[src/amp_int_cfg.svh]
`ifndef AMP_INT_CFG_SVH
`define AMP_INT_CFG_SVH

// register offsets on page 0 of the control port
`define MASK_LB_OFS 8'h1b
`define MASK_CS_OFS 8'h1c
`define MASK_PC_OFS 8'h1d
`define LIVE_LB_OFS 8'h20
`define LIVE_CS_OFS 8'h21
`define LIVE_PC_OFS 8'h22

// reset values of the three mask registers
`define MASK_LB_RESET 8'ha6
`define MASK_CS_RESET 8'hdf
`define MASK_PC_RESET 8'hff

// bits that carry a real source; the rest are reserved
`define USED_LB 8'h3f
`define USED_CS 8'hff
`define USED_PC 8'h98

// field positions in the load and brownout register
`define LB_DIAG_BIT 5
`define LB_SPK_MSB 4
`define LB_SPK_LSB 3
`define LB_BO_START_BIT 2
`define LB_BO_ACTIVE_BIT 1
`define LB_BATT_BO_BIT 0

// field positions in the power and clock register
`define PC_DOWN_BIT 7
`define PC_MIC_BIT 4
`define PC_SERIAL_BIT 3

// read answer for an unmapped offset
`define RDATA_NONE 8'h00

`endif

[src/amp_int_pkg.sv]
package amp_int_pkg;

   // one control-port register
   typedef logic [7:0] reg_byte_t;

   // speaker load masking field
   typedef enum logic [1:0] {
      SPK_MASK_NONE  = 2'b00,
      SPK_MASK_OPEN  = 2'b01,
      SPK_MASK_SHORT = 2'b10,
      SPK_MASK_BOTH  = 2'b11
   } spk_mask_t;

   // register selected by the decoded offset
   typedef enum logic [2:0] {
      SEL_NONE    = 3'b000,
      SEL_MASK_LB = 3'b001,
      SEL_MASK_CS = 3'b010,
      SEL_MASK_PC = 3'b011,
      SEL_LIVE_LB = 3'b100,
      SEL_LIVE_CS = 3'b101,
      SEL_LIVE_PC = 3'b110
   } reg_sel_t;

endpackage

[src/mask_reg_if.sv]
`timescale 1ns/100ps
// write path into one mask register and its stored value
interface mask_reg_if;
   logic wr; // one-cycle write strobe
   amp_int_pkg::reg_byte_t wdata; // value to store
   amp_int_pkg::reg_byte_t q; // stored mask
   modport owner (input wr, input wdata, output q);
   modport user (output wr, output wdata, input q);
endinterface

[src/mask_reg.sv]
`timescale 1ns/100ps
// one 8-bit read/write mask register, all bits writable
module mask_reg #(
   parameter amp_int_pkg::reg_byte_t RESET_VAL = 8'h00
) (
   input wire logic ref_clk,
   input wire logic rst,
   mask_reg_if.owner bus
);
   amp_int_pkg::reg_byte_t mask_q; // stored value

   // reserved bits are stored like any other bit
   always_ff @(posedge ref_clk) begin
      if (rst) begin
         mask_q <= RESET_VAL;
      end else if (bus.wr) begin
         mask_q <= bus.wdata;
      end
   end

   assign bus.q = mask_q;
endmodule

[src/src_sync.sv]
`timescale 1ns/100ps
// three-stage synchroniser per source with a two-stage agreement filter
module src_sync #(
   parameter int WIDTH = 8
) (
   input wire logic ref_clk,
   input wire logic rst,
   input wire logic [WIDTH-1:0] raw,
   output logic [WIDTH-1:0] live
);
   genvar i;
   generate
      for (i = 0; i < WIDTH; i++) begin : g_bit
         logic s1_q; // first stage, read only by s2_q
         logic s2_q;
         logic s3_q;
         logic live_q; // filtered level
         // a change counts only once stages two and three agree
         always_ff @(posedge ref_clk) begin
            if (rst) begin
               s1_q <= 1'b0;
               s2_q <= 1'b0;
               s3_q <= 1'b0;
               live_q <= 1'b0;
            end else begin
               s1_q <= raw[i];
               s2_q <= s1_q;
               s3_q <= s2_q;
               if (s2_q == s3_q) begin
                  live_q <= s3_q;
               end
            end
         end
         assign live[i] = live_q;
      end
   endgenerate
endmodule

[src/amp_interrupt_mask_bank.sv]
`timescale 1ns/100ps
`include "amp_int_cfg.svh"
// Functional notes
// RQ1: load diag done masked by bit5, resets 1
// RQ2: speaker field selects open/short/both masking
// RQ3: bit2 masks brownout power-down start, resets 1
// RQ4: bit1 masks brownout protection active, resets 1
// RQ5: bit0 battery brownout mask, resets 0
// RQ6: second reg bit7 masks modulator clock error
// RQ7: second reg bit6 masks boost clock error
// RQ8: second reg bit5 battery reset, resets 0
// RQ9: second reg bit4 masks pll lock event
// RQ10: second reg bit3 masks dc detect event
// RQ11: second reg bit2 masks boost overvoltage clamp
// RQ12: second reg bit1 masks charge pump good
// RQ13: second reg bit0 masks power-up event
// RQ14: third reg bit7 masks power-down event
// RQ15: third reg bit4 masks mic clock error
// RQ16: third reg bit3 masks serial clock error
// RQ17: live readback bit follows source condition
// RQ18: interrupt only from unmasked active sources
// RQ19: reserved bits writable, no interrupt effect
module amp_interrupt_mask_bank (
   input wire logic ref_clk,
   input wire logic rst,
   input wire logic [7:0] reg_addr,
   input wire logic reg_wr,
   input wire logic [7:0] reg_wdata,
   input wire logic reg_rd,
   output logic [7:0] reg_rdata,
   input wire logic [5:0] src_load_brownout,
   input wire logic [7:0] src_clock_supply,
   input wire logic [2:0] src_power_clock,
   output logic int_req
);

   // carriers for the three mask registers
   mask_reg_if mask_lb_bus ();
   mask_reg_if mask_cs_bus ();
   mask_reg_if mask_pc_bus ();

   // mask values as seen by the gating logic
   amp_int_pkg::reg_byte_t mask_lb; // load and brownout masks
   amp_int_pkg::reg_byte_t mask_cs; // clock and supply masks
   amp_int_pkg::reg_byte_t mask_pc; // power and clock masks

   // filtered source levels
   logic [5:0] live_lb_raw; // load and brownout sources
   logic [7:0] live_cs_raw; // clock and supply sources
   logic [2:0] live_pc_raw; // down, mic, serial sources

   // live levels placed at the matching mask bit positions
   amp_int_pkg::reg_byte_t live_lb;
   amp_int_pkg::reg_byte_t live_cs;
   amp_int_pkg::reg_byte_t live_pc;

   // sources allowed through to the interrupt
   amp_int_pkg::reg_byte_t pend_lb;
   amp_int_pkg::reg_byte_t pend_cs;
   amp_int_pkg::reg_byte_t pend_pc;
   logic any_pend; // at least one unmasked active source

   // register decode
   amp_int_pkg::reg_sel_t sel; // which register the offset hits
   amp_int_pkg::reg_byte_t rd_mux; // value for the read answer
   amp_int_pkg::spk_mask_t spk_field; // speaker masking setting

   logic int_req_q; // registered interrupt request
   amp_int_pkg::reg_byte_t rdata_q; // registered read answer

   // source inputs come from analog monitors on other clocks
   src_sync #(.WIDTH(6)) u_sync_lb (
      .ref_clk (ref_clk),
      .rst (rst),
      .raw (src_load_brownout),
      .live (live_lb_raw)
   );

   src_sync #(.WIDTH(8)) u_sync_cs (
      .ref_clk (ref_clk),
      .rst (rst),
      .raw (src_clock_supply),
      .live (live_cs_raw)
   );

   src_sync #(.WIDTH(3)) u_sync_pc (
      .ref_clk (ref_clk),
      .rst (rst),
      .raw (src_power_clock),
      .live (live_pc_raw)
   );

   // live readback sits at the same bit as its mask
   assign live_lb = {2'b00, live_lb_raw}; // see RQ17
   assign live_cs = live_cs_raw; // see RQ17
   assign live_pc = {live_pc_raw[2], 2'b00, live_pc_raw[1], live_pc_raw[0], 3'b000}; // see RQ17

   // offset decode, one register per offset
   assign sel = (reg_addr == `MASK_LB_OFS) ? amp_int_pkg::SEL_MASK_LB :
                (reg_addr == `MASK_CS_OFS) ? amp_int_pkg::SEL_MASK_CS :
                (reg_addr == `MASK_PC_OFS) ? amp_int_pkg::SEL_MASK_PC :
                (reg_addr == `LIVE_LB_OFS) ? amp_int_pkg::SEL_LIVE_LB :
                (reg_addr == `LIVE_CS_OFS) ? amp_int_pkg::SEL_LIVE_CS :
                (reg_addr == `LIVE_PC_OFS) ? amp_int_pkg::SEL_LIVE_PC :
                amp_int_pkg::SEL_NONE;

   // write strobes; live registers ignore writes
   assign mask_lb_bus.wr = reg_wr && (sel == amp_int_pkg::SEL_MASK_LB);
   assign mask_cs_bus.wr = reg_wr && (sel == amp_int_pkg::SEL_MASK_CS);
   assign mask_pc_bus.wr = reg_wr && (sel == amp_int_pkg::SEL_MASK_PC);
   assign mask_lb_bus.wdata = reg_wdata;
   assign mask_cs_bus.wdata = reg_wdata;
   assign mask_pc_bus.wdata = reg_wdata;

   // reserved bits are stored with all others and read back
   mask_reg #(.RESET_VAL(`MASK_LB_RESET)) u_mask_lb ( // see RQ1 see RQ3 see RQ4 see RQ5 see RQ19
      .ref_clk (ref_clk),
      .rst (rst),
      .bus (mask_lb_bus.owner)
   );

   mask_reg #(.RESET_VAL(`MASK_CS_RESET)) u_mask_cs ( // see RQ6 see RQ7 see RQ8 see RQ9 see RQ10
      .ref_clk (ref_clk),
      .rst (rst),
      .bus (mask_cs_bus.owner)
   );

   mask_reg #(.RESET_VAL(`MASK_PC_RESET)) u_mask_pc ( // see RQ14 see RQ15 see RQ16 see RQ19
      .ref_clk (ref_clk),
      .rst (rst),
      .bus (mask_pc_bus.owner)
   );

   assign mask_lb = mask_lb_bus.q;
   assign mask_cs = mask_cs_bus.q;
   assign mask_pc = mask_pc_bus.q;

   // speaker field: low bit masks open load, high bit short load
   assign spk_field = amp_int_pkg::spk_mask_t'(mask_lb[`LB_SPK_MSB:`LB_SPK_LSB]); // see RQ2

   // gating: a set mask bit blocks its source; reserved bits never pass
   assign pend_lb = live_lb & ~mask_lb & `USED_LB; // see RQ1 see RQ2 see RQ3 see RQ4 see RQ5 see RQ19
   assign pend_cs = live_cs & ~mask_cs & `USED_CS; // see RQ6 see RQ7 see RQ8 see RQ9 see RQ10 see RQ11 see RQ12 see RQ13
   assign pend_pc = live_pc & ~mask_pc & `USED_PC; // see RQ14 see RQ15 see RQ16 see RQ19
   assign any_pend = (|pend_lb) || (|pend_cs) || (|pend_pc); // see RQ18

   // read selection
   assign rd_mux = (sel == amp_int_pkg::SEL_MASK_LB) ? mask_lb :
                   (sel == amp_int_pkg::SEL_MASK_CS) ? mask_cs :
                   (sel == amp_int_pkg::SEL_MASK_PC) ? mask_pc :
                   (sel == amp_int_pkg::SEL_LIVE_LB) ? live_lb :
                   (sel == amp_int_pkg::SEL_LIVE_CS) ? live_cs :
                   (sel == amp_int_pkg::SEL_LIVE_PC) ? live_pc :
                   `RDATA_NONE;

   // interrupt request is a level that follows the gated sources
   // one flop of delay keeps the pin glitch free during mask writes
   always_ff @(posedge ref_clk) begin
      if (rst) begin
         int_req_q <= 1'b0;
      end else begin
         int_req_q <= any_pend; // see RQ18
      end
   end

   // read answer captured on the read strobe and held until the next
   always_ff @(posedge ref_clk) begin
      if (rst) begin
         rdata_q <= `RDATA_NONE;
      end else if (reg_rd) begin
         rdata_q <= rd_mux; // see RQ17
      end
   end

   assign int_req = int_req_q;
   assign reg_rdata = rdata_q;

   // previous-cycle reset flag so reset values can be checked
   logic rst_seen_q; // high in the first cycle after reset drops
   always_ff @(posedge ref_clk) begin
      rst_seen_q <= rst;
   end
endmodule

[config.mk]
export PLATFORM = sky130hd
export DESIGN_NAME = amp_interrupt_mask_bank
export DESIGN_NICKNAME = d
export VERILOG_FILES = /design/src/amp_int_pkg.sv /design/src/mask_reg_if.sv /design/src/mask_reg.sv /design/src/src_sync.sv /design/src/amp_interrupt_mask_bank.sv
export VERILOG_INCLUDE_DIRS = /design/src
export SDC_FILE = /design/constraint.sdc
export NUM_CORES = 1
export LEC_CHECK = 0
export BUFFER_PORTS_ARGS = -buffer_cell sky130_fd_sc_hd__buf_2
export CAP_MARGIN = 5
export CORE_UTILIZATION = 30
export CTS_CLUSTER_DIAMETER = 80
export DETAILED_ROUTE_END_ITERATION = 12
export GPL_TIMING_DRIVEN = 1
export PLACE_DENSITY_LB_ADDON = 0.3
export SLEW_MARGIN = 0
export SYNTH_ARGS = -nofsm -noshare
export SYNTH_HDL_FRONTEND = slang
export SYNTH_SLANG_ARGS = --single-unit
export TNS_END_PERCENT = 100
[constraint.sdc]
create_clock -name ref_clk -period 1.7 [get_ports ref_clk]
set_input_delay 0.255 -clock ref_clk [delete_from_list [all_inputs] [get_ports ref_clk]]
set_output_delay 0.255 -clock ref_clk [all_outputs]
set_load 0.03 [all_outputs]
After elaboration in Yosys (flattened, before gate mapping)
Cells that the tools add are included.
Cells by class
  mux-type cells: 12
  reductions and logical operators: 8
  equal/unequal tests: 29
  bitwise logic cells: 6
Operators with widths (count)
  $mux W8: 6
  $eq A8 B5 Y1 const B: 3
  $eq A8 B6 Y1 const B: 3
  $mux W3: 6
  $eq A1 B1 Y1: 17
  $and A8 B8 Y8: 2
  $not A8 Y8: 2
  $eq A3 B3 Y1 const B: 3
  $reduce_or A8 Y1: 1
  $and A6 B6 Y6: 1
  $eq A3 B2 Y1 const B: 2
  $not A6 Y6: 1
  $reduce_or A6 Y1: 1
  $eq A3 B1 Y1 const B: 1
  $logic_and A1 B1 Y1: 3
  $reduce_or A3 Y1: 1
  $logic_or A1 B1 Y1: 2
Storage, ports and cells
  logic and storage cells: 128
  output and inout port bits: 9
  input port bits: 37
  register bits: 101

Logic depth before layout (Yosys ltp)
  depth in word-level cells: 14
  gate-level depth with buffers: 7
  mapped depth without buffers: 4

Cells and area by module
A second synthesis with hierarchy kept.
Unflattened totals
  cells, all modules: 416
  area total of the unflattened synthesis: 4091.4 um^2
By module, submodules not included
  amp_interrupt_mask_bank: area an instance 1027.2 um^2, instances 1, sequential area each 180.2 um^2, cells each 145
  src_sync at u_sync_cs: area an instance 983.4 um^2, instances 1, sequential area each 640.6 um^2, cells each 91
  src_sync at u_sync_lb: area an instance 765.7 um^2, instances 1, sequential area each 480.5 um^2, cells each 68
  src_sync at u_sync_pc: area an instance 410.4 um^2, instances 1, sequential area each 240.2 um^2, cells each 34
  mask_reg at u_mask_cs: area an instance 305.3 um^2, instances 1, sequential area each 160.2 um^2, cells each 26
  mask_reg at u_mask_pc: area an instance 302.8 um^2, instances 1, sequential area each 160.2 um^2, cells each 26
  mask_reg at u_mask_lb: area an instance 296.5 um^2, instances 1, sequential area each 160.2 um^2, cells each 26

Least setup slack after synthesis
OpenSTA, ideal clock, no wires.
  path kind: input port to flip-flop
  from: input port reg_addr[0]
  to: register u_mask_pc.mask_q[0] (netlist: u_mask_pc.bus.q[0])
  required time: 1.580 ns
  data arrival time: 1.410 ns
  cell stages on the path: 5
  setup time: 0.120 ns
  path slack: 0.170 ns
  buffers on the path: 2
  cells stage by stage: buf_2 nor4b_2 nand3_2 buf_2 a211o_1
Between the ends
  cells in the longest elaborated chain, start to end: 9
  elaborated cells on any way between the ends: 14
  those cells by class: eq/ne (7); mux (6); reduce/logical (1)
Ends and longest elaborated chain
  from (decl): RTL line amp_interrupt_mask_bank.sv:26  | input wire logic [7:0] reg_addr,
  $eq A8 B6 Y1 (no source line)
  $mux W3: RTL line amp_interrupt_mask_bank.sv:104  | (reg_addr == `LIVE_PC_OFS) ? amp_int_pkg::SEL_LIVE_PC :
  $mux W3: RTL line amp_interrupt_mask_bank.sv:103  | (reg_addr == `LIVE_CS_OFS) ? amp_int_pkg::SEL_LIVE_CS :
  $mux W3: RTL line amp_interrupt_mask_bank.sv:102  | (reg_addr == `LIVE_LB_OFS) ? amp_int_pkg::SEL_LIVE_LB :
  $mux W3: RTL line amp_interrupt_mask_bank.sv:101  | (reg_addr == `MASK_PC_OFS) ? amp_int_pkg::SEL_MASK_PC :
  $mux W3: RTL line amp_interrupt_mask_bank.sv:100  | (reg_addr == `MASK_CS_OFS) ? amp_int_pkg::SEL_MASK_CS :
  $mux W3 *: RTL line amp_interrupt_mask_bank.sv:99  | assign sel = (reg_addr == `MASK_LB_OFS) ? amp_int_pkg::SEL_MASK_LB :
  $eq A3 B2 Y1 *: RTL line amp_interrupt_mask_bank.sv:110  | assign mask_pc_bus.wr = reg_wr && (sel == amp_int_pkg::SEL_MASK_PC);
  $logic_and A1 B1 Y1 *: RTL line amp_interrupt_mask_bank.sv:110
  to (signal assigned): RTL line mask_reg.sv:17  | mask_q <= bus.wdata;
  to (decl): RTL line mask_reg.sv:10  | amp_int_pkg::reg_byte_t mask_q;
Mark *: on every way between the ends. The rest lies on a longest branch, timed or not.
A chain may end at the register's enable or synchronous reset.

Final worst setup path
  from: register u_sync_cs.g_bit[2].live_q
  to: register int_req_q (netlist: int_req)
Between the ends
  cells in the longest elaborated chain, start to end: 4
Ends and longest elaborated chain
  from (decl): RTL line src_sync.sv:17  | logic live_q;
  from (signal assigned): RTL line src_sync.sv:30  | live_q <= s3_q;
  $and A8 B8 Y8: RTL line amp_interrupt_mask_bank.sv:143  | assign pend_cs = live_cs & ~mask_cs & `USED_CS;
  $reduce_or A8 Y1: RTL line amp_interrupt_mask_bank.sv:145  | assign any_pend = (|pend_lb) || (|pend_cs) || (|pend_pc);
  $logic_or A1 B1 Y1 (2 in series): RTL line amp_interrupt_mask_bank.sv:145
  to (signal assigned): RTL line amp_interrupt_mask_bank.sv:162  | int_req_q <= any_pend;
  to (decl): RTL line amp_interrupt_mask_bank.sv:68  | logic int_req_q;
No other way between the ends.

==> flow_summary.json <==
{
  "synth_edf_count": 0,
  "outcome": "complete, no violations",
  "holdPathStages": 2,
  "max_clock_freq_mhz": 627,
  "rsz0062_at_grt": "false",
  "via_per_inst": 4.71,
  "grt_usage_pct": 14.3,
  "design_area_sq_um": 4700,
  "crit_required_ns": 1.89,
  "p_per_area_nw_per_um2": 1030,
  "clk_pin_slew_ns": 0.07,
  "tritoncts": "yes",
  "place_area_sq_um": 4390,
  "post_cts_resized": 0,
  "tightest_slew_ns": 0.449,
  "fin_crit_ns": 1.60,
  "slew_viol_final": 0,
  "synthCells": 398,
  "synth_area_sq_um": 3840,
  "syn_nets": 435,
  "rrSetupSlack_ns": 0.10,
  "cp_max_fo": 2,
  "reg2reg_depth": 4,
  "clock_skew_ns": 0.00804,
  "post-place-cells": 613,
  "end_kind": "flop",
  "drc_errors": 0,
  "route.vias.total": 2961,
  "cts.sinks": 101,
  "synth_async_sr_flop_share_pct": 0,
  "dr.pass1.iters": 4,
  "diodes": 0,
  "post_cts_buffers": 0,
  "cp-start-kind": "flop",
  "nets": 493,
  "postCtsHoldBufs": 0,
  "start_util_pct": 31.3,
  "setup_tns_ns": 0,
  "num_io_pins": 46,
  "final-seq-area_sq_um": 2020,
  "cellLeakagePower_uw": 0.00186,
  "synth_seq_cells": 101,
  "instances_no_fill": 629,
  "synthDistinctLibCells": 49,
  "grt_pass1_wl_microns": 14300,
  "wirelength_microns": 8870,
  "min_path_type": "in -> reg",
  "first_global_vias": 2858,
  "area_delta_synth_final_pct": 22.4,
  "coreArea_sq_um": 12300,
  "yosys_warnings": 0,
  "synth_area_per_cell_sq_um": 9.65,
  "dieArea_sq_um": 13300,
  "vdd_drop_max_mv": 0.570,
  "clock-root-buffer": "clkbuf_16",
  "nFillCells": 1247,
  "critPathArrivalTime_ns": 1.79,
  "postRouteAntennaNets": 0,
  "routedWlPerCell_microns": 14.1,
  "drive_gt1_share_pct": 20.6,
  "setup-violations-final": 0,
  "antenna_found_initial": 0,
  "place_congestion": 0.882,
  "portBuffers": 45,
  "yosysSeqAreaShare_pct": 52.6,
  "die_x_microns": 115,
  "slew_headroom_pct": 69.7,
  "final_util_pct": 38.3,
  "overflow": 0,
  "criticalPathCategory": "reg -> reg",
  "dpl.hpwl_microns": 6520,
  "cts_max_path_buffers": 2,
  "hold_violations": 0,
  "grt_max_degree": 100,
  "cts_buffers": 9,
  "clk_latency_ns": 0.34,
  "rows": 40,
  "first_iter_violations": 177,
  "h-tree-depth": 3,
  "period_share_pct": 93.9,
  "multi_input_area_sq_um": 1630,
  "die_h_microns": 115,
  "maxCapViolations": 0,
  "synthFlopType": "dfxtp_1"
}
[final timing paths]
check / from / end
hold / removal: src_load_brownout[5] / u_sync_lb.g_bit[5].s1_q
setup reg to reg: u_sync_cs.g_bit[2].live_q / int_req
hold reg to reg: u_sync_lb.g_bit[2].s1_q / u_sync_lb.g_bit[2].s2_q
setup / recovery: u_sync_cs.g_bit[2].live_q / int_req
[cell families after synthesis]
family / after synthesis / share of synthesized area (%)
AND/OR/NAND/NOR: 151 / 22.6
flip-flops: 101 / 52.6
AO/OA/AOI/OAI: 92 / 17.6
buffers and inverters: 45 / 4.85
multiplexers: 9 / 2.35
[worst max-delay path, cell delays in order, from the launching register on]
cell and delay [ns]:
dfxtp_1 0.34, nor2b_1 0.14, a2111o_1 0.38, a2111oi_0 0.41, a31oi_1 0.18
[cells in the mapped netlist (2+ instances only)]
master,n,share of area (%)
mux2i_1,9,2.3
a221oi_1,2,0.46
buf_2,5,0.65
nand2_1,19,1.9
clkbuf_1,12,1.2
nor2b_1,61,9.9
nor4_1,2,0.33
and4b_1,2,0.52
o41ai_1,2,0.46
a21oi_1,20,2.6
a31oi_1,4,0.65
nand3_1,7,0.91
nand2b_1,2,0.33
nor2_1,33,3.2
o22ai_1,3,0.49
o2bb2ai_1,2,0.46
inv_1,22,2.1
a2111oi_0,5,1.1
o21ai_0,18,2.3
a211o_1,22,5.0
buf_1,4,0.39
nand4_1,12,2.0
and2_1,2,0.33
dfxtp_1,101,53
o41ai_2,3,1.3
[cell usage in the layout (no fill, tap or decap), types with 4 or more instances in the layout]
master	count
clkbuf_16	9
a31oi_1	4
a2111oi_0	5
a211o_1	22
nand2_1	19
dfxtp_1	101
buf_4	23
nor2_1	33
o21ai_0	18
inv_1	22
nand3_1	7
a21oi_1	20
mux2i_1	9
nand4_1	12
nor2b_1	61
buf_2	45
[area by class of cell]
type                            instances  share of cell area, %
Inverter                               22                   1.76
Sequential cell                       101                   43.0
Timing Repair Buffer                   70                   9.31
Tap cell                              168                   4.47
Multi-Input combinational cell        252                   34.7
Clock inverter                          5                   1.36
Clock buffer                           11                   5.38
[sequential cells by signal, summed over array words and instances (netlist names), 3 cells and up]
| name | count |
|---|---|
| u_sync_lb.g_bit.s3_q | 6 |
| u_sync_cs.g_bit.s2_q | 8 |
| u_mask_lb.bus.q | 8 |
| u_sync_cs.g_bit.s1_q | 8 |
| u_sync_cs.g_bit.live_q | 8 |
| u_sync_pc.g_bit.live_q | 3 |
| u_sync_lb.g_bit.s1_q | 6 |
| u_sync_pc.g_bit.s2_q | 3 |
| u_sync_lb.g_bit.s2_q | 6 |
| u_sync_pc.g_bit.s3_q | 3 |
| u_mask_pc.bus.q | 8 |
| u_sync_pc.g_bit.s1_q | 3 |
| reg_rdata | 8 |
| u_mask_cs.bus.q | 8 |
| u_sync_cs.g_bit.s3_q | 8 |
| u_sync_lb.g_bit.live_q | 6 |
[metal layers]
layer  global-route usage (%)  share of wire, %  up-vias
met5                        0                 0        -
met4                     5.45               2.0        0
met3                     4.01               4.3       14
met2                     23.4                46       81
met1                     17.9                48     1355
li1                         -                 -     1511
[through the flow]
step / setup WS, ns / power [uW] / hold WS [ns]
floorplan: 0.170 / 2650 / 0.383
global placement: -0.0882 / 2770 / 0.418
detailed placement: -0.0598 / 2770 / 0.420
CTS: 0.107 / 4900 / 0.108
global route: 0.0488 / 5050 / 0.110
finish: 0.104 / 4840 / 0.120
[report_power, final]
group | internal [uW] | switching, uW
clock | 1240 | 880
sequential | 2420 | 21.6
combinational | 120 | 157
Note: power is estimated with default switching activity, not from simulation.
